<file path="src/vps_pkg.sv">
package vps_pkg;
	// ==========================================
	// Timing counts in clocks
	localparam logic [4:0] PF_FETCH_CLKS   = 5'h08;
	localparam logic [4:0] INIT_CLKS       = 5'h0A;
	localparam logic [4:0] ADDR_WORDS      = 5'h03;
	localparam logic [4:0] PARAM_WORDS     = 5'h05;
	localparam logic [4:0] OPF_START_CLKS  = 5'h05;
	localparam logic [4:0] FIRST_OCTET_CLKS = 5'h0C;
	localparam logic [4:0] OCTET_PERIOD    = 5'h08;
	localparam logic [4:0] WORDS_LEAD_CLKS = 5'h07;
	localparam logic [4:0] RECV_LAT_CLKS   = 5'h01;
	// Rates in quarter clocks per element
	localparam logic [6:0] RATE_Q_ONE      = 7'h04;
	localparam logic [6:0] RATE_Q_DADD     = 7'h07;
	localparam logic [6:0] RATE_Q_DMUL     = 7'h0C;
	localparam logic [6:0] RATE_Q_SHIFT    = 7'h08;
	localparam logic [6:0] RATE_Q_DDOT     = 7'h10;
	localparam logic [6:0] RATE_Q_ONESRC   = 7'h05;
	localparam logic [6:0] RATE_Q_DIV_MIN  = 7'h20;
	localparam logic [6:0] RATE_Q_DIV_MAX  = 7'h48;

	typedef enum logic [2:0] {
		OP_SIMPLE,
		OP_DADD,
		OP_DMUL,
		OP_SHIFT,
		OP_DDOT,
		OP_DIVIDE
	} op_class_t;

	typedef enum logic [1:0] {
		CASE_VVV,
		CASE_ONE_SCALAR,
		CASE_SCALAR_RESULT
	} vec_case_t;
endpackage : vps_pkg

</file>
<file path="src/operand_fifo_if.sv">
`timescale 1ns/1ps
interface operand_fifo_if #(
	parameter int WIDTH = 64
);
	logic             in_valid;
	logic             in_ready;
	logic [WIDTH-1:0] in_data;
	logic             out_valid;
	logic             out_ready;
	logic [WIDTH-1:0] out_data;
	modport fifo (input in_valid, in_data, out_ready, output in_ready, out_valid, out_data);
	modport user (output in_valid, in_data, out_ready, input in_ready, out_valid, out_data);
endinterface : operand_fifo_if

</file>
<file path="src/vector_priming_sequencer.sv">
`timescale 1ns/1ps
module vector_priming_sequencer #(
	parameter int DW = 64
) (
	input  wire logic                clk,
	input  wire logic                rst,
	input  wire logic                vec_at_l3,
	input  wire logic                vec_at_l4,
	input  wire logic                new_param_file,
	input  wire logic                prior_scalar_new_octet,
	input  wire logic                prior_requests_granted,
	input  wire logic                path_ahead_clear,
	input  wire vps_pkg::op_class_t  op_class,
	input  wire logic                rare_result_op,
	input  wire logic                memory_limited,
	input  wire logic                doubleword,
	input  wire vps_pkg::vec_case_t  vec_case,
	input  wire logic [6:0]          div_rate_q,
	input  wire logic [15:0]         vec_length,
	input  wire logic [7:0]          inner_loop_count,
	input  wire logic [7:0]          outer_loop_count,
	input  wire logic [3:0]          scalar_au_time,
	input  wire logic                item_count_vector,
	input  wire logic                scalar_at_l1,
	input  wire logic                scalar_indirect,
	input  wire logic                scalar_reg_conflict,
	input  wire logic                short_path_ok,
	input  wire logic                cm_data_valid,
	input  wire logic [DW-1:0]       cm_data,
	input  wire logic                au_accept,
	output logic                     pf_fetch_req,
	output logic                     load_register_file_op,
	output logic                     prior_scalar_advance,
	output logic                     init_addr_phase,
	output logic                     param_word_send,
	output logic                     cm_operand_req,
	output logic                     au_operand_valid,
	output logic [DW-1:0]            au_operand,
	output logic                     au_result_strobe,
	output logic                     final_store_write,
	output logic                     vector_busy,
	output logic                     scalar_mbu_grant,
	output logic                     hold_l1,
	output logic                     hold_l3
);
	// ==========================================
	// Sequencer state
	typedef enum logic [2:0] {
		S_IDLE, S_PF_FETCH, S_INIT, S_STREAM, S_DRAIN, S_FLUSH
	} seq_state_t;

	seq_state_t  state_r, state_nxt;
	logic [4:0]  phase_r;       // Clocks since phase start
	logic [4:0]  opf_r;         // Clocks since operand fetch start, held at FIRST_OCTET_CLKS
	logic        opf_on_r;
	logic [4:0]  octet_r;
	logic [6:0]  acc_r;         // Quarter-clock rate accumulator
	logic [31:0] elems_left_r;
	logic [4:0]  drain_r;
	logic [1:0]  result_pipe_r;
	logic        au_full_r;
	logic [DW-1:0] recv_r;      // Receiver register
	logic        recv_v_r;

	// ==========================================
	// Rate selection
	wire [7:0] ni_eff = (inner_loop_count == 8'h00) ? 8'h01 : inner_loop_count;
	wire [7:0] no_eff = (outer_loop_count == 8'h00) ? 8'h01 : outer_loop_count;
	wire [31:0] total_elems = 32'(vec_length) * 32'(ni_eff) * 32'(no_eff);
	wire [6:0] div_q = (div_rate_q < vps_pkg::RATE_Q_DIV_MIN) ? vps_pkg::RATE_Q_DIV_MIN :
		(div_rate_q > vps_pkg::RATE_Q_DIV_MAX) ? vps_pkg::RATE_Q_DIV_MAX : div_rate_q;
	wire [6:0] class_q =
		(op_class == vps_pkg::OP_DADD)   ? vps_pkg::RATE_Q_DADD :
		(op_class == vps_pkg::OP_DMUL)   ? vps_pkg::RATE_Q_DMUL :
		(op_class == vps_pkg::OP_SHIFT)  ? vps_pkg::RATE_Q_SHIFT :
		(op_class == vps_pkg::OP_DDOT)   ? vps_pkg::RATE_Q_DDOT :
		(op_class == vps_pkg::OP_DIVIDE) ? div_q : vps_pkg::RATE_Q_ONE;
	wire [6:0] mem_q = !doubleword ? vps_pkg::RATE_Q_ONE :
		(vec_case == vps_pkg::CASE_VVV) ? vps_pkg::RATE_Q_DADD :
		(vec_case == vps_pkg::CASE_ONE_SCALAR) ? vps_pkg::RATE_Q_ONESRC :
		vps_pkg::RATE_Q_ONE;
	wire [6:0] rate_q = memory_limited ? mem_q : class_q;

	// ==========================================
	// Operand buffer between memory and arithmetic unit
	operand_fifo_if #(.WIDTH(DW)) ofi ();
	operand_fifo #(.WIDTH(DW), .DEPTH(8)) u_fifo (
		.clk (clk),
		.rst (rst),
		.f   (ofi)
	);

	wire first_octet_done = opf_on_r && (opf_r >= vps_pkg::FIRST_OCTET_CLKS);
	wire octet_tick = first_octet_done && (octet_r == vps_pkg::OCTET_PERIOD - 5'h01);
	wire acc_due = (acc_r + 7'h04) >= rate_q;
	wire elem_step = (state_r == S_STREAM) && first_octet_done && acc_due
		&& ofi.out_valid && au_accept && (elems_left_r != 32'h0);
	assign ofi.in_valid  = cm_data_valid && opf_on_r;
	assign ofi.in_data   = cm_data;
	// Leftover words of the last vector are dropped while no fetch runs,
	// so the next vector never starts on stale operands
	assign ofi.out_ready = elem_step || !opf_on_r;

	wire pf_needed   = vec_at_l3 && new_param_file && (state_r == S_IDLE);
	wire reuse_start = vec_at_l4 && !new_param_file && (state_r == S_IDLE);

	// ==========================================
	// Next state
	always_comb begin
		state_nxt = state_r;
		case (state_r)
			S_IDLE: begin
				if (pf_needed) state_nxt = S_PF_FETCH;
				else if (reuse_start) state_nxt = S_INIT;
			end
			S_PF_FETCH: begin
				if (phase_r == vps_pkg::PF_FETCH_CLKS - 5'h01) state_nxt = S_INIT;
			end
			S_INIT: begin
				if (phase_r == vps_pkg::INIT_CLKS - 5'h01) state_nxt = S_STREAM;
			end
			S_STREAM: begin
				if (elem_step && elems_left_r == 32'h1) state_nxt = S_DRAIN;
			end
			S_DRAIN: begin
				if (drain_r == 5'h00) state_nxt = S_FLUSH;
			end
			S_FLUSH: state_nxt = S_IDLE;
			default: state_nxt = S_IDLE;
		endcase
	end

	always_ff @(posedge clk or posedge rst) begin
		if (rst) begin
			state_r <= S_IDLE;
			phase_r <= 5'h00;
		end else begin
			state_r <= state_nxt;
			phase_r <= (state_nxt != state_r) ? 5'h00 : phase_r + 5'h01;
		end
	end

	// Operand fetch starts five clocks into init and runs until the drain state
	always_ff @(posedge clk or posedge rst) begin
		if (rst) begin
			opf_on_r <= 1'b0;
			opf_r    <= 5'h00;
			octet_r  <= 5'h00;
		end else begin
			if (state_r == S_INIT && phase_r == vps_pkg::OPF_START_CLKS - 5'h01)
				opf_on_r <= 1'b1;
			else if (state_r == S_DRAIN)
				opf_on_r <= 1'b0;
			if (!opf_on_r) opf_r <= 5'h00;
			else if (!first_octet_done) opf_r <= opf_r + 5'h01;
			if (!first_octet_done || octet_tick) octet_r <= 5'h00;
			else octet_r <= octet_r + 5'h01;
		end
	end

	always_ff @(posedge clk or posedge rst) begin
		if (rst) begin
			acc_r        <= 7'h00;
			elems_left_r <= 32'h0;
		end else begin
			if (state_r == S_INIT) elems_left_r <= total_elems;
			else if (elem_step) elems_left_r <= elems_left_r - 32'h1;
			if (state_r != S_STREAM) acc_r <= 7'h00;
			else if (elem_step) acc_r <= 7'(acc_r + 7'h04 - rate_q);
			else if (!acc_due) acc_r <= acc_r + 7'h04;
		end
	end

	// Receiver register and fill pipeline
	always_ff @(posedge clk or posedge rst) begin
		if (rst) begin
			recv_r        <= '0;
			recv_v_r      <= 1'b0;
			au_full_r     <= 1'b0;
			result_pipe_r <= 2'b00;
			drain_r       <= 5'h00;
		end else begin
			recv_v_r <= elem_step;
			if (elem_step) recv_r <= ofi.out_data;
			result_pipe_r <= {result_pipe_r[0], recv_v_r};
			if (state_r == S_IDLE) au_full_r <= 1'b0;
			else if (recv_v_r) au_full_r <= 1'b1;
			if (state_r == S_STREAM) drain_r <= {1'b0, scalar_au_time} + vps_pkg::RECV_LAT_CLKS;
			else if (state_r == S_DRAIN && drain_r != 5'h00) drain_r <= drain_r - 5'h01;
		end
	end

	// ==========================================
	// Outputs
	wire init_words = (state_r == S_INIT) && (phase_r >= vps_pkg::ADDR_WORDS)
		&& (phase_r < vps_pkg::ADDR_WORDS + vps_pkg::PARAM_WORDS);
	assign pf_fetch_req          = (state_r == S_PF_FETCH);
	assign load_register_file_op = (state_r == S_PF_FETCH);
	assign prior_scalar_advance  = pf_needed && prior_scalar_new_octet
		&& prior_requests_granted && path_ahead_clear;
	assign init_addr_phase  = (state_r == S_INIT) && (phase_r < vps_pkg::ADDR_WORDS);
	assign param_word_send  = init_words;
	assign cm_operand_req   = opf_on_r && (!first_octet_done ? (opf_r == 5'h00) : octet_tick)
		&& ofi.in_ready;
	assign au_operand_valid = recv_v_r;
	assign au_operand       = recv_r;
	assign au_result_strobe = result_pipe_r[1];
	assign final_store_write = (state_r == S_FLUSH);
	assign vector_busy      = (state_r != S_IDLE);
	assign scalar_mbu_grant = (state_r == S_IDLE) || (state_r == S_FLUSH);
	assign hold_l1 = scalar_at_l1 && (
		(vector_busy && (scalar_indirect || item_count_vector))
		|| (scalar_reg_conflict && !short_path_ok));
	assign hold_l3 = (state_r == S_PF_FETCH) || (state_r == S_INIT
		&& phase_r < vps_pkg::ADDR_WORDS);
endmodule : vector_priming_sequencer

</file>
<file path="src/operand_fifo.sv">
`timescale 1ns/1ps
module operand_fifo #(
	parameter int WIDTH = 64,
	parameter int DEPTH = 8
) (
	input  wire logic   clk,
	input  wire logic   rst,
	operand_fifo_if.fifo f
);
	localparam int AW = $clog2(DEPTH);
	logic [WIDTH-1:0] mem_r [DEPTH];
	logic [AW-1:0]    wr_r;
	logic [AW-1:0]    rd_r;
	logic [AW:0]      cnt_r;
	wire              push = f.in_valid && f.in_ready;
	wire              pop  = f.out_valid && f.out_ready;

	assign f.in_ready  = (cnt_r != (AW+1)'(DEPTH));
	assign f.out_valid = (cnt_r != '0);
	assign f.out_data  = mem_r[rd_r];

	always_ff @(posedge clk or posedge rst) begin
		if (rst) begin
			wr_r  <= '0;
			rd_r  <= '0;
			cnt_r <= '0;
		end else begin
			if (push) wr_r <= (wr_r == AW'(DEPTH-1)) ? '0 : wr_r + 1'b1;
			if (pop) rd_r <= (rd_r == AW'(DEPTH-1)) ? '0 : rd_r + 1'b1;
			cnt_r <= cnt_r + (AW+1)'(push) - (AW+1)'(pop);
		end
	end

	always_ff @(posedge clk) begin
		if (push) mem_r[wr_r] <= f.in_data;
	end
endmodule : operand_fifo

</file>
<file path="config.mk">
export PLATFORM = sky130hd
export DESIGN_NAME = vector_priming_sequencer
export DESIGN_NICKNAME = d
export VERILOG_FILES = /design/src/vps_pkg.sv /design/src/operand_fifo_if.sv /design/src/vector_priming_sequencer.sv /design/src/operand_fifo.sv
export SDC_FILE = /design/constraint.sdc
export NUM_CORES = 1
export LEC_CHECK = 0
export BUFFER_PORTS_ARGS = -buffer_cell sky130_fd_sc_hd__buf_2
export CAP_MARGIN = 0
export CORE_MARGIN = 2
export CORE_UTILIZATION = 42
export CTS_CLUSTER_DIAMETER = 60
export DETAILED_ROUTE_END_ITERATION = 10
export GPL_ROUTABILITY_DRIVEN = 0
export PLACE_DENSITY = 0.72
export SYNTH_ARGS = -nofsm -noshare
export SYNTH_HDL_FRONTEND = slang
export SYNTH_SLANG_ARGS = --single-unit
</file>
<file path="constraint.sdc">
create_clock -name clk -period 5.38 [get_ports clk]
set_input_delay 0.807 -clock clk [delete_from_list [all_inputs] [get_ports clk]]
set_output_delay 0.807 -clock clk [all_outputs]
set_load 0.02 [all_outputs]
</file>
=== Yosys cells after proc, flatten, opt, wreduce, memory -nomap -nowiden ===
Memories as Yosys holds them, arrays and structs flattened. A register that Yosys moved wholly into a read port is not among the register bits.
Cells that the tools add are included.

* Bits in registers: 76
* RAM bits: 512
* Input port bits: 130
* Output and inout port bits: 77
* Logic and storage cells: 147
* Memories: 1

{| class="wikitable"
|+ Memory list
! memory !! depth !! bits a word !! rd ports !! clocked after Yosys merged registers in !! write ports !! line !! text
|-
| u_fifo.mem_r || 8 || 64 || 1 || 1 || 1 || operand_fifo.sv:11 || <nowiki>logic [WIDTH-1:0] mem_r [DEPTH];</nowiki>
|}

* Add/subtract/negate cells: 12
* Multiply operators: 2
* $lt $le $gt $ge: 7
* Equality and inequality tests: 23
* Multiplexer cells: 38
* Reduce and logical (&&, ||, !) cells: 51

{| class="wikitable"
|+ Operator list
! operator !! number
|-
| 7-bit two-way mux || 11
|-
| 32-bit two-way mux || 2
|-
| 32-bit by 1-bit equality test with 1-bit output (second input constant) || 1
|-
| 24-bit by 8-bit multiplier with 32-bit output || 1
|-
| 32-bit nonzero test || 1
|-
| 32-bit by 1-bit subtractor with 32-bit output (second input constant) || 1
|-
| 5-bit two-way mux || 6
|-
| 1-bit logical AND || 28
|-
| 16-bit by 8-bit multiplier with 24-bit output || 1
|-
| 3-bit two-way mux || 8
|-
| 3-bit equality test (second input constant) || 6
|-
| 8-bit logical NOT || 2
|-
| 8-bit two-way mux || 2
|-
| 5-bit by 1-bit adder with 5-bit output (second input constant) || 3
|-
| 5-bit by 3-bit equality test with 1-bit output (second input constant) || 3
|-
| 3-bit case mux with 5 select lines || 1
|-
| 3-bit by 2-bit equality test with 1-bit output (second input constant) || 4
|-
| 5-bit logical NOT || 2
|-
| 7-bit by 3-bit adder with 7-bit output (second input constant) || 1
|-
| 7-bit greater-or-equal comparator || 1
|-
| 7-bit > comparator (second input constant) || 1
|-
| 7-bit by 6-bit < comparator with 1-bit output (second input constant) || 1
|-
| 7-bit subtractor || 1
|-
| 3-bit by 1-bit adder with 3-bit output (second input constant) || 2
|-
| 26 further kinds || 43
|}

=== Depth between registers and ports, before layout ===
Gate-level depths: netlist of run 1.

* Word-level depth: 19
* Gate-level depth with buffers: 36
* Mapped depth without buffers: 35

=== Cells and area by module ===
A second synthesis of run 1 with hierarchy kept.

* Cell total of the unflattened synthesis: 2661
* Area, all modules: 36144.7 µm²

{| class="wikitable"
|+ Modules (own cells, without submodules)
! module !! times used !! cells each !! area an instance (µm²) !! sequential area each (µm²)
|-
| operand_fifo || 1 || 798 || 19825.3 || 15625.0
|-
| vector_priming_sequencer || 1 || 1863 || 16319.4 || 3253.1
|}

=== Least setup slack after synthesis of run 1 ===
No wires, ideal clock.

* Path type: input to register
* From: in inner_loop_count[4]
* To: reg elems_left_r[29]
* Arrival time: 9101 ps
* Required time: 5243 ps
* Path slack: -3858 ps
* Stages: 31
* Path buffers: 1
* Cell sequence: nor4_1 a21oi_1 clkbuf_1 nand2b_1 fa_1 fa_1 fa_1 inv_1 ha_1 o21a_1 a2111oi_0 o21bai_1 a211oi_2 o21bai_1 xor2_1 and2_1 fa_1 fa_1 fa_1 inv_1 fa_1 inv_1 ha_1 a21oi_1 o21bai_1 a2111oi_0 nor3_1 o41ai_1 o21ai_0 xnor2_1 mux2i_1

* Longest elaborated chain between the ends: 5

{| class="wikitable"
|+ Ends and longest elaborated chain
! what !! line !! text
|-
| start: declaration || vector_priming_sequencer.sv:20 || <nowiki>input wire logic [7:0] inner_loop_count,</nowiki>
|-
| 8-bit logical NOT || vector_priming_sequencer.sv:67 || <nowiki>wire [7:0] ni_eff = (inner_loop_count == 8'h00) ? 8'h01 : inner_loop_count;</nowiki>
|-
| 8-bit two-way mux (*) || vector_priming_sequencer.sv:67 ||
|-
| 16-bit by 8-bit multiplier with 24-bit output (*) || vector_priming_sequencer.sv:69 || <nowiki>wire [31:0] total_elems = 32'(vec_length) * 32'(ni_eff) * 32'(no_eff);</nowiki>
|-
| 24-bit by 8-bit multiplier with 32-bit output (*) || vector_priming_sequencer.sv:69 ||
|-
| 32-bit two-way mux (*) || vector_priming_sequencer.sv:166 || <nowiki>if (state_r == S_INIT) elems_left_r <= total_elems;</nowiki>
|-
| end signal: assignment || vector_priming_sequencer.sv:166 ||
|-
| end signal: assignment || vector_priming_sequencer.sv:167 || <nowiki>else if (elem_step) elems_left_r <= elems_left_r - 32'h1;</nowiki>
|-
| end: declaration || vector_priming_sequencer.sv:58 || <nowiki>logic [31:0] elems_left_r;</nowiki>
|}

Every way passes the cells marked *; elsewhere a longest branch is shown, timed or not.
A chain may end at the register's enable or synchronous reset.

=== Worst setup path after layout of run 1 ===
* From: in vec_length[5]
* To: reg elems_left_r[31]

* Longest elaborated chain between the ends: 3

{| class="wikitable"
|+ Ends and longest elaborated chain
! what !! line !! text
|-
| start: declaration || vector_priming_sequencer.sv:19 || <nowiki>input wire logic [15:0] vec_length,</nowiki>
|-
| 16-bit by 8-bit multiplier with 24-bit output || vector_priming_sequencer.sv:69 ||
|-
| 24-bit by 8-bit multiplier with 32-bit output || vector_priming_sequencer.sv:69 ||
|-
| 32-bit two-way mux || vector_priming_sequencer.sv:166 ||
|}

No other way between the ends.

==> impl_results.md, run 1 <==
- Floorplan die height: between 200 and 300 um
- Post-Syn Instances: between 2000 and 3000
- Routed wire length: between 80 and 90 mm
- Clk buf depth: 3
- Ratio of cells with drive above 1 in the final layout: about a third
- Post-synth top area cell: edfxtp_1
- CP startpoint kind: input port
- Area grow syn2layout: 23.97%
- Yosys reg bits: approximately 650
- IO Pins: just over 200
- Synthesized area: 35970 um2
- Synth top area cells: edfxtp_1 (43%), fa_1 (12%), dfrtp_1 (9.7%), mux4_2 (8.0%), ha_1 (4.3%)
- Syn_area_per_cell: roughly 14 um2
- Top-area cell type share of the netlist area: 42.74%
- Via count: approximately 23000
- Primary FF master, synth: edfxtp_1
- Worst Path Class, Setup: input port to flop
- Global route total overflow: 0
- Pin count of the biggest net entering global routing: between 100 and 150
- Total CTS buffers: between 60 and 70
- CORE AREA: approximately 85000 um2
- Slew of the pin with the lowest slew margin: just under 1 ns
- Clock period minus worst slack: 8.257 ns
- Reg2reg path depth: 12
- Die W: ~300 um
- Fin util: a little over half
- Routed Antenna Nets: 0
- Fin. Hold Viols: 0
- WP data arrival: 8.77 ns
- Fmax: 121.1 MHz
- Slew margin rel.: about a third
- Wire per inst: 18.57 um
- Unrepaired setup endpoints after global routing: true
- First-pass DRT Iterations: 5
- Count of buffers from port buffering: roughly 210
- Clock Sinks: 652
- Die Footprint: ~88000 um2
- Maxcap violations: 0
- Std-Cell Rows: 107
- Yosys cell types: 74
- DP Wirelength: 52.10 mm
- Vias in the first global route: 23730
- Flop-to-flop setup slack: 1.68 ns
- Violated checks: negative setup slack
- Max H-tree Level: 3
- Hold path cells: 0
- Overall Global Routing Usage: between 10% and 20%
- Post-synthesis sequential area ratio: 52.48%
- First-pass GRT wire length: 127.4 mm
- Clock Skew: around 0.049 ns
- Hold Crit Class: flop to flop
- Root Buffer: clkbuf_16
- DR vias/cell: 5.194
- Reg2reg start: elems_left_r[6]
- YS warnings: 0
- Slew Limit Fails: 0
- Setup TNS: -61.22 ns
- Worst-skew pair later-pin latency: 0.62 ns
- DRT iter0 DRCs: 1350
- Smallest setup slack after layout: -2.877 ns
- Critical Path RT: 5.89 ns
- CP max-delay cell: fa_1
- Most used cell along the critical path: fa_1
- Worst reg2reg path endpoint: u_fifo.cnt_r[2]
- Initial antenna violation count: 23
- CTS tree: yes
- Post-synth EDFFs: ~510
- Crit end category: flop
- Setup violations, final: 26
- Hold EP: result_pipe_r[1]
- Post-Syn Nets: 3119
- Initial Util: between 40% and 50%
- Clock transition at the registers of the reported paths: approximately 0.060 ns
- DRC: 0
- Final net count: approximately 3600
- Final Cycle Share: 153.5%
- Max FO, Critical Path: 4
- Asr flop ratio synth: a little over a fifth
- Status: complete, but fails checks
- Commonest non-fill, non-tap cells in the layout: edfxtp_1 (512), buf_4 (257), inv_1 (244), nand2_1 (219), fa_1 (209)
- Hold_sp: result_pipe_r[0]
- Max incr delay on CP: between 0.5 and 0.6 ns
- Commonest non-fill, non-tap cell in the layout: edfxtp_1
-- worst max-delay path: cells and delay by family --
kind / cells / cell delay [ns]
fa+ha+maj: 10 / 4.40
compound gates: 9 / 1.51
simple gates: 7 / 1.10
buf+inv: 9 / 0.71
xor+xnor: 1 / 0.23
-- synthesized netlist by cell type (29+ instances only) --
library cell	n
clkbuf_1	71
xor2_1	29
inv_1	276
edfxtp_1	512
nand3_1	34
nor3_1	33
fa_1	218
mux4_2	128
mux2i_1	69
o21ai_0	121
nor2b_1	29
dfrtp_1	140
nand2_1	226
xnor2_1	49
a21oi_1	66
and2_1	212
ha_1	125
nor2_1	76
-- state kept, by name (all words and copies together), names as in the netlist, 3 cells and up --
register      flops
acc_r             7
drain_r           5
phase_r           5
u_fifo.mem_r    512
u_fifo.rd_r       3
u_fifo.wr_r       3
au_operand       64
elems_left_r     32
u_fifo.cnt_r      4
octet_r           5
opf_r             5
state_r           3
-- area by class of cell --
type	instances	area, um2
diodes	9	22.52
clock buffers	93	1863
clock inverters	29	377.9
fillers	6884	40420
inverters	277	1050
multi-input cells	1621	17210
flip-flops and latches	652	18890
well taps	1144	1431
repair buffers	520	3752
-- worst max path at each step --
stage	startpoint	to	cells past startpoint
global placement	inner_loop_count[4]	elems_left_r[26]	32
floorplan	vec_length[3]	elems_left_r[26]	32
global route	inner_loop_count[4]	elems_left_r[31]	36
CTS	vec_length[5]	elems_left_r[27]	36
finish	vec_length[5]	elems_left_r[31]	36
detailed placement	inner_loop_count[4]	elems_left_r[28]	34
-- kinds of logic (layout without fill, tap and decap cells) --
| group | Yosys count | after routing | share of synthesized area, % |
|---|---|---|---|
| other cells | 0 | 9 | 0 |
| fa+ha+maj | 343 | 343 | 16.48 |
| xor+xnor | 78 | 78 | 1.899 |
| simple gates | 705 | 705 | 10.10 |
| buf+inv | 373 | 919 | 4.025 |
| compound gates | 294 | 294 | 4.953 |
| mux | 201 | 201 | 10.06 |
| flops | 652 | 652 | 52.48 |
-- per-layer routing --
layer  routed length (um)  global-route usage (%)
met1                33480                   24.11
met2                40580                   31.82
met3                 4613                   3.542
met4                 1853                   5.346
met5                  171                       0
-- metrics by stage --
stage	cells	setup WS, ns	hold WS, ns	instance area (um2)
2_1_floorplan	2646	-3.137	0.3312	36460
3_5_place_dp	4151	-3.866	0.3387	40570
5_1_grt	4343	-3.208	0.3780	44590
4_1_cts	4314	-2.918	0.3512	43900
6_report	4345	-2.877	0.3482	44590
3_3_place_gp	4151	-3.732	0.3353	40570
-- what timing repair did --
| action | 4_1_cts | 5_1_grt |
|---|---|---|
| hold buffers | 0 | 0 |
| cloned | 2 | 0 |
| endpoints found under the setup margin | 27 | 28 |
| buffers inserted | 45 | 29 |
| gates resized for setup | 192 | 117 |
| pin swaps | 96 | 92 |
Power of run 1 is not shown: default switching activity piles up to over one toggle a cycle in this logic, so the estimate is an artifact.
==> run 2, diff against run 1 <==
--- a/config.mk
+++ b/config.mk
@@ -7,12 +7,13 @@
 export LEC_CHECK = 0
 export BUFFER_PORTS_ARGS = -buffer_cell sky130_fd_sc_hd__buf_2
 export CAP_MARGIN = 0
+export CORE_ASPECT_RATIO = 1.4
 export CORE_MARGIN = 2
 export CORE_UTILIZATION = 42
 export CTS_CLUSTER_DIAMETER = 60
 export DETAILED_ROUTE_END_ITERATION = 10
 export GPL_ROUTABILITY_DRIVEN = 0
-export PLACE_DENSITY = 0.72
+export PLACE_DENSITY = 0.7
 export SYNTH_ARGS = -nofsm -noshare
 export SYNTH_HDL_FRONTEND = slang
 export SYNTH_SLANG_ARGS = --single-unit
==> constraint.sdc (replaced) <==
create_clock -name clk -period 9 [get_ports clk]
set_input_delay 1.35 -clock clk [delete_from_list [all_inputs] [get_ports clk]]
set_output_delay 1.35 -clock clk [all_outputs]
set_load 0.02 [all_outputs]
==> run 2 against run 1 <==
  * The flow now finishes without violations
  * Wire length down 2.8%
  * Sequential share of layout area up 2.4 points
  * Die area about the same
  * Via count shrank 3.0%
  * Global-route usage is 0.46 points lower
  * Non-clock buffer count fell by 95
  * Sequential cell count did not move
  * Critical path type unchanged
  * Highest routed layer unchanged
==> impl_results.md, run 2 (synthesis results as in run 1) <==
- Status: completed
- Critical Path RT: 9.45 ns (+3.56 ns)
- CORE AREA: 85330 um2 (+0.37%)
- DR vias/cell: 5.243 (+0.95%)
- Max incr delay on CP: 0.55 ns (about the same)
- First-pass GRT wire length: 125.6 mm (-1.4%)
- Commonest non-fill, non-tap cells in the layout: edfxtp_1 (512), inv_1 (269), nand2_1 (225), buf_4 (218), fa_1 (212)
- Pin count of the biggest net entering global routing: 159 (+43%)
- Post-Place Worst Slack: -1.080 ns (+2.786 ns)
- Reg2reg path depth: 9 (-3)
- Clock Sinks: 652 (unchanged)
- Area grow syn2layout: 17.39%
- Slew Limit Fails: 0 (unchanged)
- Final net count: 3504 (-3.0%)
- Hold EP: result_pipe_r[1]
- Hold Crit Class: flop to flop
- Max FFs per register: 512 (unchanged)
- Worst Path Class, Setup: input port to flop
- Slew of the pin with the lowest slew margin: 1.152 ns (+0.1647 ns)
- Fin util: 49.48% (-3.0 points)
- DRT iter0 DRCs: 1278 (-5.3%)
- Max H-tree Level: 2 (-1)
- CP startpoint kind: input port
- Smallest setup slack after layout: 0.04241 ns (+2.919 ns)
- Die Footprint: 88030 um2 (about the same)
- Commonest non-fill, non-tap cell in the layout: edfxtp_1
- Fin. Hold Viols: 0 (unchanged)
- Final Cycle Share: 99.53%
- Unrepaired setup endpoints after global routing: true
- DP Wirelength: 51.37 mm (-1.4%)
- Routed wire length: 78.43 mm (-2.8%)
- Die W: 251.3 um (-15%)
- Setup violations, final: 0 (-100%)
- First-pass DRT Iterations: 5 (unchanged)
- Total CTS buffers: 54 (-18%)
- WP data arrival: 9.41 ns (+0.64 ns)
- Fmax: between 100 and 150 MHz
- Vias in the first global route: 23500 (-0.97%)
- Ratio of cells with drive above 1 in the final layout: 25.20% (-6.8 points)
- Crit end category: flop
- Floorplan die height: 350.3 um (+18%)
- Slew margin rel.: 23.18% (-11 points)
- Clock period minus worst slack: about 9 ns
- Global route total overflow: 0 (unchanged)
- Via count: 21890 (-3.0%)
- Worst-skew pair later-pin latency: 0.61 ns (about the same)
- Fillers: 7199 (+4.6%)
- IO Pins: 207 (unchanged)
- DRC: 0 (unchanged)
- Wire per inst: 18.79 um (+1.2%)
- Root Buffer: clkbuf_16
- Initial Util: 42.15% (-0.16 points)
- Flop-to-flop setup slack: 5.12 ns (+3.44 ns)
- Routed Antenna Nets: 0 (unchanged)
- CP max-delay cell: fa_1
- Hold path cells: 0 (unchanged)
- Initial antenna violation count: 17 (-26%)
- Setup TNS: 0 ns (+61.22 ns)
- Clk buf depth: 3 (unchanged)
- Max FO, Critical Path: 7 (+3)
- Most used cell along the critical path: fa_1
- Reg2reg start: elems_left_r[12]
- Overall Global Routing Usage: 18.12% (-0.46 points)
- CTS tree: yes
- CTS Hold Buffers Added: 0 (unchanged)
- Clock transition at the registers of the reported paths: 0.07 ns (about the same)
- Worst reg2reg path endpoint: elems_left_r[12]
- Largest Register: u_fifo.mem_r
- Count of buffers from port buffering: 205 (unchanged)
- Maxcap violations: 0 (unchanged)
- Clock Skew: 0.03124 ns (-0.01740 ns)
- Hold_sp: result_pipe_r[0]
- Std-Cell Rows: 127 (+19%)
## run 2: worst max path at each step
| stage | from | endpoint | cells after the start |
|---|---|---|---|
| CTS | vec_length[5] | elems_left_r[31] | 35 |
| floorplan | vec_length[3] | elems_left_r[26] | 32 |
| global placement | inner_loop_count[7] | elems_left_r[28] | 35 |
| global route | inner_loop_count[4] | elems_left_r[31] | 35 |
| detailed placement | inner_loop_count[7] | elems_left_r[28] | 35 |
| finish | inner_loop_count[4] | elems_left_r[30] | 35 |
## run 2: layout make-up
class	instances	area [um2]	area share (%)
well taps	1096	1371	3.248
inverters	277	1047	2.480
multi-input cells	1621	16370	38.78
clock buffers	69	1458	3.452
diodes	4	10.01	0.02371
clock inverters	31	319.1	0.7556
flip-flops and latches	652	18890	44.74
repair buffers	425	2754	6.522
## run 2: per-stage QoR
stage	instances	hold WS, ns	cell area [um2]
global placement	4053	0.3405	39780
finish	4175	0.3568	42220
floorplan	2646	0.3312	36190
CTS	4163	0.3615	41870
detailed placement	4053	0.3449	39780
global route	4172	0.3757	42220
## run 2: worst max-delay path: cells and delay by family
kind / cells / cell delay, ns
buffers and inverters: 10 / 1.11
adder cells (fa/ha/maj): 9 / 3.84
multiplexers: 1 / 0.22
AND/OR/NAND/NOR: 6 / 1.16
AO/OA/AOI/OAI: 8 / 1.64
XOR/XNOR: 1 / 0.07
## run 2: repair_timing
item | in CTS | in global routing
gates cloned | 0 | 0
hold endpoints to repair | 0 | 0
pin swaps | 41 | 39
endpoints found under the setup margin | 13 | 17
buffers inserted | 11 | 8
gates resized for setup | 53 | 69
## run 2: routing by layer
metal | up-vias | track usage, % | wire (um) | part of all wire (%)
met1 | 11110 | 21.37 | 30780 | 39
met5 | - | 0 | 179 | 0.23
met3 | 156 | 3.672 | 4588 | 5.8
met2 | 520 | 33.15 | 40780 | 52
li1 | 10080 | - | - | -
met4 | 28 | 5.600 | 2093 | 2.7
Power of run 2 is left out for the same reason.
